--- src/spp_defines.svh ---
`ifndef SPP_DEFINES_SVH
`define SPP_DEFINES_SVH

// half-period lengths of the master serial clock, in system clock cycles
`define SPP_HALF_RATE0  7'h02
`define SPP_HALF_RATE1  7'h08
`define SPP_HALF_RATE2  7'h20
`define SPP_HALF_RATE3  7'h40

// edges in one byte and the last edge index / bit index
`define SPP_LAST_EDGE   5'h0f
`define SPP_LAST_BIT    4'h7

// reset values
`define SPP_BYTE_RESET  8'h00

`endif

--- src/spp_pkg.sv ---
package spp_pkg;

  // software control bits, double_speed_bit held alongside
  typedef struct packed {
    logic       xfer_irq_enable;
    logic       enable;
    logic       bit_order_select;
    logic       master_select_bit;
    logic       cpol;
    logic       cpha;
    logic       rate_select_high;
    logic       rate_select_low;
    logic       double_speed_bit;
  } spp_ctrl_t;

  // software pin directions, 1 = output wanted
  typedef struct packed {
    logic       mosi;
    logic       miso;
    logic       sck;
    logic       ss;
  } spp_dir_t;

  typedef struct packed {
    logic       transfer_done_flag;
    logic       write_collision;
    logic       master_select_bit;
    logic       busy;
  } spp_status_t;

  typedef enum logic [1:0] {
    SPP_M_IDLE = 2'b01,
    SPP_M_RUN  = 2'b10
  } spp_mstate_t;

endpackage

--- src/spp_port.sv ---
`timescale 1ns/1ps
`include "spp_defines.svh"
module spp_port
(
  input  wire logic             ref_clk,
  input  wire logic             rst_n,
  input  wire logic             ctrl_wr,
  input  wire spp_pkg::spp_ctrl_t ctrl_in,
  input  wire spp_pkg::spp_dir_t  pin_dir,
  input  wire logic             port_power_reduction_bit,
  input  wire logic             ss_out_val,
  input  wire logic             tx_wr,
  input  wire logic [7:0]       tx_data,
  input  wire logic             rx_rd,
  input  wire logic             status_rd,
  output logic [7:0]            rx_data,
  output spp_pkg::spp_status_t  status,
  output logic                  irq,
  input  wire logic             sck_i,
  output logic                  sck_o,
  output logic                  sck_oe,
  input  wire logic             mosi_i,
  output logic                  mosi_o,
  output logic                  mosi_oe,
  input  wire logic             miso_i,
  output logic                  miso_o,
  output logic                  miso_oe,
  input  wire logic             ss_n_i,
  output logic                  ss_n_o,
  output logic                  ss_n_oe
);
  import spp_pkg::*;

  spp_ctrl_t   ctrl;
  spp_mstate_t state;
  logic [6:0]  half_cnt;
  logic [6:0]  half_len;
  logic [4:0]  edge_cnt;
  logic [3:0]  cnt_s;
  logic        busy_s;
  logic [7:0]  sr;
  logic [7:0]  next_sr;
  logic        data_o;
  logic        sck_s;
  logic        sck_q;
  logic        mosi_s;
  logic        miso_s;
  logic        ss_s;
  logic        ss_q;
  logic        armed;
  logic        next_flag;
  logic        next_wcol;

  // clock input sampled by the system clock in slave mode
  spp_sync u_sync_sck  (.ref_clk(ref_clk), .rst_n(rst_n), .async_in(sck_i),
                        .reset_val(1'b0), .stable(sck_s));
  spp_sync u_sync_mosi (.ref_clk(ref_clk), .rst_n(rst_n), .async_in(mosi_i),
                        .reset_val(1'b0), .stable(mosi_s));
  spp_sync u_sync_miso (.ref_clk(ref_clk), .rst_n(rst_n), .async_in(miso_i),
                        .reset_val(1'b0), .stable(miso_s));
  spp_sync u_sync_ss   (.ref_clk(ref_clk), .rst_n(rst_n), .async_in(ss_n_i),
                        .reset_val(1'b1), .stable(ss_s));

  logic on;
  logic is_m;
  logic is_s;
  logic sel;
  logic mode_fault;
  logic tick;
  logic start_m;
  logic smp;
  logic stp;
  logic done_m;
  logic done_s;
  logic edge_s;
  logic lead_s;
  logic in_bit;
  logic out_bit;
  logic busy;

  assign on         = ctrl.enable & ~port_power_reduction_bit;
  assign is_m       = on & ctrl.master_select_bit;
  assign is_s       = on & ~ctrl.master_select_bit;
  assign sel        = ~ss_s;
  assign mode_fault = is_m & ~pin_dir.ss & sel;
  assign tick       = (state == SPP_M_RUN) & (half_cnt == 7'h01);
  assign start_m    = is_m & ~mode_fault & (state == SPP_M_IDLE) & tx_wr;
  assign edge_s     = is_s & sel & (sck_s != sck_q);
  assign lead_s     = (sck_q == ctrl.cpol);
  assign busy       = (state == SPP_M_RUN) | busy_s;

  // sample on leading edge for phase 0, trailing edge for phase 1
  assign smp = (tick & (edge_cnt[0] == ctrl.cpha)) | (edge_s & (lead_s != ctrl.cpha));
  assign stp = (tick & (edge_cnt[0] != ctrl.cpha)) | (edge_s & (lead_s == ctrl.cpha));
  assign done_m = tick & (edge_cnt == `SPP_LAST_EDGE);
  assign done_s = edge_s & (lead_s != ctrl.cpha) & (cnt_s == `SPP_LAST_BIT);
  assign in_bit  = ctrl.master_select_bit ? miso_s : mosi_s;
  assign out_bit = ctrl.bit_order_select ? sr[0] : sr[7];

  always_comb
  begin
    case ({ctrl.rate_select_high, ctrl.rate_select_low})
      2'b00:   half_len = `SPP_HALF_RATE0;
      2'b01:   half_len = `SPP_HALF_RATE1;
      2'b10:   half_len = `SPP_HALF_RATE2;
      default: half_len = `SPP_HALF_RATE3;
    endcase
    if (ctrl.double_speed_bit)
    begin
      half_len = half_len >> 1;
    end
  end

  always_comb
  begin
    next_sr = sr;
    if (smp)
    begin
      next_sr = ctrl.bit_order_select ? {in_bit, sr[7:1]} : {sr[6:0], in_bit};
    end
  end

  // control register; a mode fault drops master mode
  always_ff @(posedge ref_clk or negedge rst_n)
  begin
    if (!rst_n)
    begin
      ctrl <= '0;
    end
    else if (mode_fault)
    begin
      ctrl.master_select_bit <= 1'b0;
    end
    else if (ctrl_wr)
    begin
      ctrl <= ctrl_in;
    end
  end

  // master clock generator
  always_ff @(posedge ref_clk or negedge rst_n)
  begin
    if (!rst_n)
    begin
      state    <= SPP_M_IDLE;
      half_cnt <= 7'h00;
      edge_cnt <= 5'h00;
      sck_o    <= 1'b0;
    end
    else
    begin
      case (state)
        SPP_M_IDLE:
        begin
          sck_o <= ctrl.cpol;
          if (start_m)
          begin
            state    <= SPP_M_RUN;
            half_cnt <= half_len;
            edge_cnt <= 5'h00;
          end
        end
        SPP_M_RUN:
        begin
          if (!is_m || mode_fault)
          begin
            state <= SPP_M_IDLE;
          end
          else if (tick)
          begin
            sck_o    <= ~sck_o;
            half_cnt <= half_len;
            edge_cnt <= edge_cnt + 5'h01;
            if (done_m)
            begin
              state <= SPP_M_IDLE;
            end
          end
          else
          begin
            half_cnt <= half_cnt - 7'h01;
          end
        end
        default:
        begin
          state <= SPP_M_IDLE;
        end
      endcase
    end
  end

  // slave bit counter, cleared whenever select is high
  always_ff @(posedge ref_clk or negedge rst_n)
  begin
    if (!rst_n)
    begin
      cnt_s  <= 4'h0;
      busy_s <= 1'b0;
      sck_q  <= 1'b0;
      ss_q   <= 1'b1;
    end
    else
    begin
      sck_q <= sck_s;
      ss_q  <= ss_s;
      if (!is_s || !sel)
      begin
        cnt_s  <= 4'h0;
        busy_s <= 1'b0;
      end
      else if (edge_s)
      begin
        busy_s <= ~done_s;
        if (lead_s != ctrl.cpha)
        begin
          cnt_s <= done_s ? 4'h0 : cnt_s + 4'h1;
        end
      end
    end
  end

  // shift register and serial output bit
  always_ff @(posedge ref_clk or negedge rst_n)
  begin
    if (!rst_n)
    begin
      sr     <= `SPP_BYTE_RESET;
      data_o <= 1'b0;
    end
    else if (tx_wr && !busy && on)
    begin
      sr     <= tx_data;
      data_o <= ctrl.bit_order_select ? tx_data[0] : tx_data[7];
    end
    else
    begin
      sr <= next_sr;
      if (stp)
      begin
        data_o <= out_bit;
      end
      else if (is_s && sel && ss_q)
      begin
        data_o <= out_bit;
      end
    end
  end

  // receive buffer loaded only at byte completion
  always_ff @(posedge ref_clk or negedge rst_n)
  begin
    if (!rst_n)
    begin
      rx_data <= `SPP_BYTE_RESET;
    end
    else if (done_m || done_s)
    begin
      rx_data <= next_sr;
    end
  end

  // flags: status read arms, next data access clears, set wins
  always_comb
  begin
    next_flag = status.transfer_done_flag;
    next_wcol = status.write_collision;
    if (armed && (tx_wr || rx_rd))
    begin
      next_flag = 1'b0;
      next_wcol = 1'b0;
    end
    if (done_m || done_s || mode_fault)
    begin
      next_flag = 1'b1;
    end
    if (tx_wr && busy)
    begin
      next_wcol = 1'b1;
    end
  end

  always_ff @(posedge ref_clk or negedge rst_n)
  begin
    if (!rst_n)
    begin
      status <= '0;
      armed  <= 1'b0;
      irq    <= 1'b0;
    end
    else
    begin
      status.transfer_done_flag <= next_flag;
      status.write_collision    <= next_wcol;
      status.master_select_bit  <= mode_fault ? 1'b0 : ctrl_wr ? ctrl_in.master_select_bit
                                                             : ctrl.master_select_bit;
      status.busy               <= start_m | (busy & ~done_m & ~done_s);
      irq                       <= next_flag & ctrl.xfer_irq_enable;
      if (tx_wr || rx_rd)
      begin
        armed <= 1'b0;
      end
      else if (status_rd && (status.transfer_done_flag || status.write_collision))
      begin
        armed <= 1'b1;
      end
    end
  end

  // pin directions forced while enabled
  always_ff @(posedge ref_clk or negedge rst_n)
  begin
    if (!rst_n)
    begin
      sck_oe  <= 1'b0;
      mosi_oe <= 1'b0;
      miso_oe <= 1'b0;
      ss_n_oe <= 1'b0;
      ss_n_o  <= 1'b1;
    end
    else
    begin
      sck_oe  <= is_m & ~mode_fault & pin_dir.sck;
      mosi_oe <= is_m & ~mode_fault & pin_dir.mosi;
      ss_n_oe <= is_m & pin_dir.ss;
      miso_oe <= is_s & sel & pin_dir.miso;
      ss_n_o  <= ss_out_val;
    end
  end

  assign mosi_o = data_o;
  assign miso_o = data_o;
endmodule // spp_port

--- src/spp_sync.sv ---
`timescale 1ns/1ps
module spp_sync
(
  input  wire logic ref_clk,
  input  wire logic rst_n,
  input  wire logic async_in,
  input  wire logic reset_val,
  output logic      stable
);

  logic s1;
  logic s2;
  logic s3;

  always_ff @(posedge ref_clk or negedge rst_n)
  begin
    if (!rst_n)
    begin
      s1 <= 1'b0;
      s2 <= 1'b0;
      s3 <= 1'b0;
    end
    else
    begin
      s1 <= async_in;
      s2 <= s1;
      s3 <= s2;
    end
  end

  // a change is taken once the second and third stage agree
  logic seeded;

  always_ff @(posedge ref_clk or negedge rst_n)
  begin
    if (!rst_n)
    begin
      stable <= 1'b0;
      seeded <= 1'b0;
    end
    else if (!seeded)
    begin
      stable <= reset_val;
      seeded <= 1'b1;
    end
    else if (s2 == s3)
    begin
      stable <= s3;
    end
  end

endmodule // spp_sync

--- config.mk ---
export PLATFORM = sky130hd
export DESIGN_NAME = spp_port
export DESIGN_NICKNAME = d
export VERILOG_FILES = /design/src/spp_pkg.sv /design/src/spp_port.sv /design/src/spp_sync.sv
export VERILOG_INCLUDE_DIRS = /design/src /design/src/src
export SDC_FILE = /design/constraint.sdc
export NUM_CORES = 1
export LEC_CHECK = 0
export BUFFER_PORTS_ARGS = -buffer_cell sky130_fd_sc_hd__clkbuf_2
export CORE_UTILIZATION = 35
export CTS_CLUSTER_DIAMETER = 40
export DETAILED_ROUTE_END_ITERATION = 6
export PLACE_DENSITY = 0.6
export SLEW_MARGIN = 30
export SYNTH_ARGS = -nofsm -noshare
export SYNTH_HDL_FRONTEND = slang
export SYNTH_HIERARCHICAL = 1
export SYNTH_SLANG_ARGS = --single-unit
--- constraint.sdc ---
create_clock -name ref_clk -period 2.8 [get_ports ref_clk]
set_input_delay 0.14 -clock ref_clk [delete_from_list [all_inputs] [get_ports ref_clk]]
set_output_delay 0.14 -clock ref_clk [all_outputs]
set_load 0.05 [all_outputs]
**Word level (Yosys, flattened, before mapping)**

Cells that the tools add are included.
W data, S select, Z words.

- Bits in registers: 76
- Logic and storage cells: 194

- Add/sub/neg operators: 3
- Equal/unequal tests: 26
- Mux-type cells: 51
- Bitwise gates (word level): 36
- Reductions and logical operators: 30

Operators by type and width:

| kind | count |
|---|---|
| $mux W7 | 4 |
| $mux W1 | 27 |
| $and A1 B1 Y1 | 24 |
| $mux W8 | 3 |
| $pmux W7 S3 | 1 |
| $mux W4 | 4 |
| $mux W5 | 3 |
| $pmux W7 S2 | 1 |
| $reduce_bool A2 Y1 | 6 |
| $pmux W5 S2 | 1 |
| $reduce_and A3 Y1 | 3 |
| $mux W2 | 4 |
| $ne A2 B2 Y1 const B | 4 |
| $not A1 Y1 | 8 |
| $eq A1 B1 Y1 | 7 |
| $eq A7 B1 Y1 const B | 1 |
| $logic_and A1 B1 Y1 | 7 |
| $sub A7 B1 Y7 const B | 1 |
| $logic_or A1 B1 Y1 | 6 |
| $mux W6 | 1 |
| $ne A2 B1 Y1 const B | 3 |
| $ne A3 B2 Y1 const B | 2 |
| $add A5 B1 Y5 const B | 1 |
| $eq A5 B4 Y1 const B | 1 |
| 13 further kinds | 23 |

**Longest topological paths before layout**

- Depth after elaboration: 11
- Mapped depth: 9
- Gate-level depth less buffers: 7

**Cells and area by module**

The synthesis kept the hierarchy.

By module, submodules not included:

| module | times used | cells an instance | area an instance (um2) |
|---|---|---|---|
| spp_port | 1 | 277 | 3035.4 |
| spp_sync | 4 | 10 | 148.9 |

**Least setup slack after synthesis**

No wires, ideal clock.

- Kind: register -> register
- Start: reg ctrl[4] in the netlist's numbering
- End: reg sr[1]
- Library setup time: 125 ps
- Arrival time: 2039 ps
- Setup slack: 636 ps
- Cell stages (with the launch flop): 6
- Cell sequence: dfrtp_1 xor2_1 mux2_2 a32oi_4 mux2_2 mux2_2

- Longest elaborated chain between the ends: 6

RTL lines:

| what | line | text |
|---|---|---|
| start: declaration | spp_port.sv:34 | `spp_ctrl_t ctrl;` |
| start signal: assignment | spp_port.sv:136 | `ctrl <= ctrl_in;` |
| $eq A1 B1 Y1 | spp_port.sv:89 | `assign lead_s = (sck_q == ctrl.cpol);` |
| $ne A1 B1 Y1 | spp_port.sv:93 | `assign smp = (tick & (edge_cnt[0] == ctrl.cpha)) \| (edge_s & (lead_s != ctrl.cpha));` |
| $and A1 B1 Y1 | spp_port.sv:93 |  |
| $or A1 B1 Y1 | spp_port.sv:93 |  |
| $mux W8 | spp_port.sv:117 | `if (smp)` |
| $mux W8 | spp_port.sv:230 | `else if (tx_wr && !busy && on)` |
| end signal: assignment | spp_port.sv:227 | `` sr <= `SPP_BYTE_RESET; `` |
| end signal: assignment | spp_port.sv:232 | `sr <= tx_data;` |
| end signal: assignment | spp_port.sv:237 | `sr <= next_sr;` |
| end: declaration | spp_port.sv:41 | `logic [7:0] sr;` |

No other way between the ends.
A chain may end at the register's enable or synchronous reset.

**Worst setup path in the final report**

- Start: reg state[0]
- End: reg half_cnt[5]

- Longest elaborated chain between the ends: 5
- Elaborated cells on any way between the ends: 12
- Classes of those cells: 4 x eq/ne; 3 x mux; 3 x bitwise; 2 x reduce/logical

RTL lines:

| what | line | text |
|---|---|---|
| start: declaration | spp_port.sv:35 | `spp_mstate_t state;` |
| start signal: assignment | spp_port.sv:145 | `state <= SPP_M_IDLE;` |
| start signal: assignment | spp_port.sv:158 | `state <= SPP_M_RUN;` |
| start signal: assignment | spp_port.sv:167 | `state <= SPP_M_IDLE;` |
| $eq A2 B2 Y1 / $eq A2 B1 Y1 (equally long branches) | spp_port.sv:86, spp_port.sv:152, spp_port.sv:87 |  |
| $and A1 B1 Y1, on equally long branches | spp_port.sv:86, spp_port.sv:87 |  |
| $mux W7 / $and A1 B1 Y1 (equally long branches) | spp_port.sv:169, spp_port.sv:87 |  |
| $mux W7 / $ne A2 B2 Y1 (equally long branches) | -- |  |
| $pmux W7 S2 / $reduce_and A3 Y1 (equally long branches) | -- |  |
| end signal: assignment | spp_port.sv:159 | `half_cnt <= half_len;` |
| end signal: assignment | spp_port.sv:172 | `half_cnt <= half_len;` |
| end signal: assignment | spp_port.sv:181 | `half_cnt <= half_cnt - 7'h01;` |
| end: declaration | spp_port.sv:36 | `logic [6:0] half_cnt;` |

Parallel ways exist; a longest one is shown, timed or not. The select of a mux whose other input is x is not followed.

==> out/qor.yml <==
critical_path:
  required_ns: 3.08
  ff2ff_setup_slack_ns: 0.43
  cp-end-kind: "flip-flop"
  r2r_start: "state[0]"
  path_max_fanout: 15
  cp-start-kind: "flip-flop"
  ff2ff_path_depth: 7
  rr_endpoint: "half_cnt[5]"
  worstSetupPathType: "reg -> reg"
  worstPathArrival_ns: 2.65
hold_path:
  holdCritPathClass: "in -> reg"
  holdPathStages: 2
  holdPathEnd: "sck_oe"
  worstHoldStart: "pin_dir[1]"
layout:
  antenna_cells: 0
  instances_no_fill: 523
  final_layout_size_suffix_gt1_share_pct: 31.3
  fin_nets: 425
  fill_cells: 959
  post-route-util_pct: 43.6
  area_growth_pct: 19.0
die:
  pin_count: 54
  fp-row-count: 36
  start_util_pct: 36.6
  dieWidth_um: 104
  dieArea_um2: 10800
  core-area_um2: 9910
  die_y_um: 104
global_route:
  grt-ovfl-total: 0
  grt_first_pass_wirelength_mm: 11.9
  top_usage_layer: "met2"
  antenna_found_initial: 0
  grtUsageMet3_pct: 3.07
  grt_max_degree: 50
  grt_use_met1_pct: 17.9
  track_usage_pct: 13.9
  met2_usage_pct: 22.8
  grt_pass1_vias: 2536
timing:
  finalSetupViolCount: 0
  relSlewSlack_pct: 61.8
  grt_setup_unrepaired: "false"
  finalWorstSetupSlack_ns: 0.432
  fmax_mhz: 422
  finalCritPeriodShare_pct: 84.6
  final_hold_viol_count: 0
  timing.setup.tns_ns: 0
  slew_violations: 0
  worst_slew_pin_slew_ns: 0.572
  finalClockSkew_ns: 0.0164
  fin_crit_ns: 2.37
yosys:
  syn_area_um2: 3630
  yosys-top-cells-count: "dfrtp_1, mux2_2, nand2_1"
  yosysTopAreaCell: "dfrtp_1"
  syn_inst: 317
  ys_types: 51
  synth_area_leaders: "dfrtp_1, mux2_2, o21ai_0"
  ys_async_sr_fraction_pct: 100
  synth_ff_type: "dfrtp_1"
  synth_edf_count: 0
  syn_area_per_cell_um2: 11.5
  ys_seq_area_share_pct: 54.5
  synth-seq-cells: 79
  yosysWarnings: 6
  yosysTopAreaCellShare_pct: 52.4
  yosysMostFrequentCell: "dfrtp_1"
clocking:
  clk_pin_slew_worst_paths_ns: 0.09
  cts_root_buffer: "clkbuf_8"
  cts-resized-gates: 0
  cts.sinks: 79
  cts_hold_buffers: 7
  numCtsBuffers: 9
  cts_setup_buffers: 0
  cts_buffer_depth: 2
  cts_tree: "built"
  clk_latency_ns: 0.34
  htree_levels: 3
pwr:
  power.total_mw: 3.38
  cellPowerDensity_nw_per_um2: 781
  swShare_pct: 35.3
  switchingPower_mw: 1.19
  p_leak_nw: 2.00
  p_comb_share_pct: 31.6
  ir_drop_v: 0.000350
  seq_power_share_pct: 44.2
  internal_power_mw: 2.19
  p_clk_share_pct: 24.2
job:
  drv_cap: 0
placed_design:
  dp_hpwl_mm: 5.18
  place_ws_ns: 0.461
  gp_congestion: 0.776
  port_buffers: 53
  placed_cells: 500
detailed_routing:
  first_iter_violations: 84
  via_per_inst: 4.92
  ant_nets: 0
  routed_wl_mm: 7.05
  wl_per_cell_um: 13.5
  drc: 0
  vias: 2571
  drt_pass1_iterations: 4
outcome:
  outcome: "complete, no violations"
## routing by layer
layer	share of wire, %	vias up
met5	0	-
met4	1.7	0
met3	3.6	7
met2	50	47
met1	45	1263
li1	-	1254
## power groups by stage
stage | logic [mW] | registers (mW) | clock network (mW)
2_1_floorplan | 0.699 | 1.60 | 0
3_5_place_dp | 1.06 | 1.52 | 0
6_report | 1.07 | 1.49 | 0.818
5_1_grt | 1.18 | 1.52 | 0.909
3_3_place_gp | 1.04 | 1.51 | 0
4_1_cts | 1.07 | 1.49 | 0.849
## critical path: stages, from the launching register on
cell	delay (ns)
dfstp_2	0.39
inv_1	0.07
ha_1	0.52
inv_1	0.24
a21oi_1	0.51
nand2_1	0.15
o32ai_1	0.27
a22o_1	0.16
## cells by family after synthesis
logic type	after synthesis	share of synthesized area, %
muxes	42	13.3
and+or+nand+nor	82	12.1
adders and majority gates	7	2.41
AOI/OAI and AO/OA	71	12.5
xor gates and xnor gates	5	1.21
DFF	79	54.5
other	6	0.620
buffers and inverters	25	3.38
## worst max-delay path by stage
stage | start | to | slack [ns]
after floorplan | ctrl[4] | sr[1] | 0.64
after global routing | state[0] | half_cnt[5] | 0.25
after detailed placement | ctrl[3] | sr[5] | 0.46
after global placement | ctrl[4] | rx_data[4] | 0.49
final | state[0] | half_cnt[5] | 0.43
after CTS | ctrl[3] | sr[2] | 0.46
## final cells by class
class | count | area (um2) | area share [%]
Clock buffer | 11 | 131 | 3.04
Sequential cell | 79 | 1980 | 45.8
Tap cell | 133 | 166 | 3.85
Clock inverter | 5 | 60.1 | 1.39
Inverter | 16 | 60.1 | 1.39
Multi-Input combinational cell | 215 | 1540 | 35.5
Timing Repair Buffer | 64 | 388 | 8.98
## cell usage in the layout, fill, tap and decap left out, types with 3 or more instances in the layout
cell	netlist	routed
buf_4	2	4
dlygate4sd3_1	0	7
or2_2	3	3
nor2_1	13	13
dfrtp_1	76	76
a21oi_1	18	18
nand3_1	6	6
nand2b_1	3	3
ha_1	7	7
nand2_1	24	24
clkbuf_2	0	52
conb_1	6	8
mux2i_1	4	4
dfstp_2	3	3
a22o_1	3	3
mux2_2	36	36
and2_1	5	5
o21ai_1	4	4
nor2b_1	4	4
o21ai_0	21	21
nand4_1	3	3
and3_1	3	3
o22ai_1	7	7
inv_1	16	16
xor2_1	4	4
clkbuf_8	0	9
or3_1	3	3
a211oi_1	4	4
nor3_1	5	5
## registers in the layout, indices dropped and copies added (netlist names), 2 cells and up
name and count:
cnt_s 4, sr 8, ctrl 9, state 2, edge_cnt 5, status 4, half_cnt 7, rx_data 8
## stage by stage
stage	instance area, um2	hold slack [ns]
after CTS	4320	0.00475
final	4320	0.0218
after detailed placement	4060	0.113
after floorplan	3640	-0.156
after global routing	4320	0.00197
after global placement	4030	0.228
(Power assumes the default switching activity.)
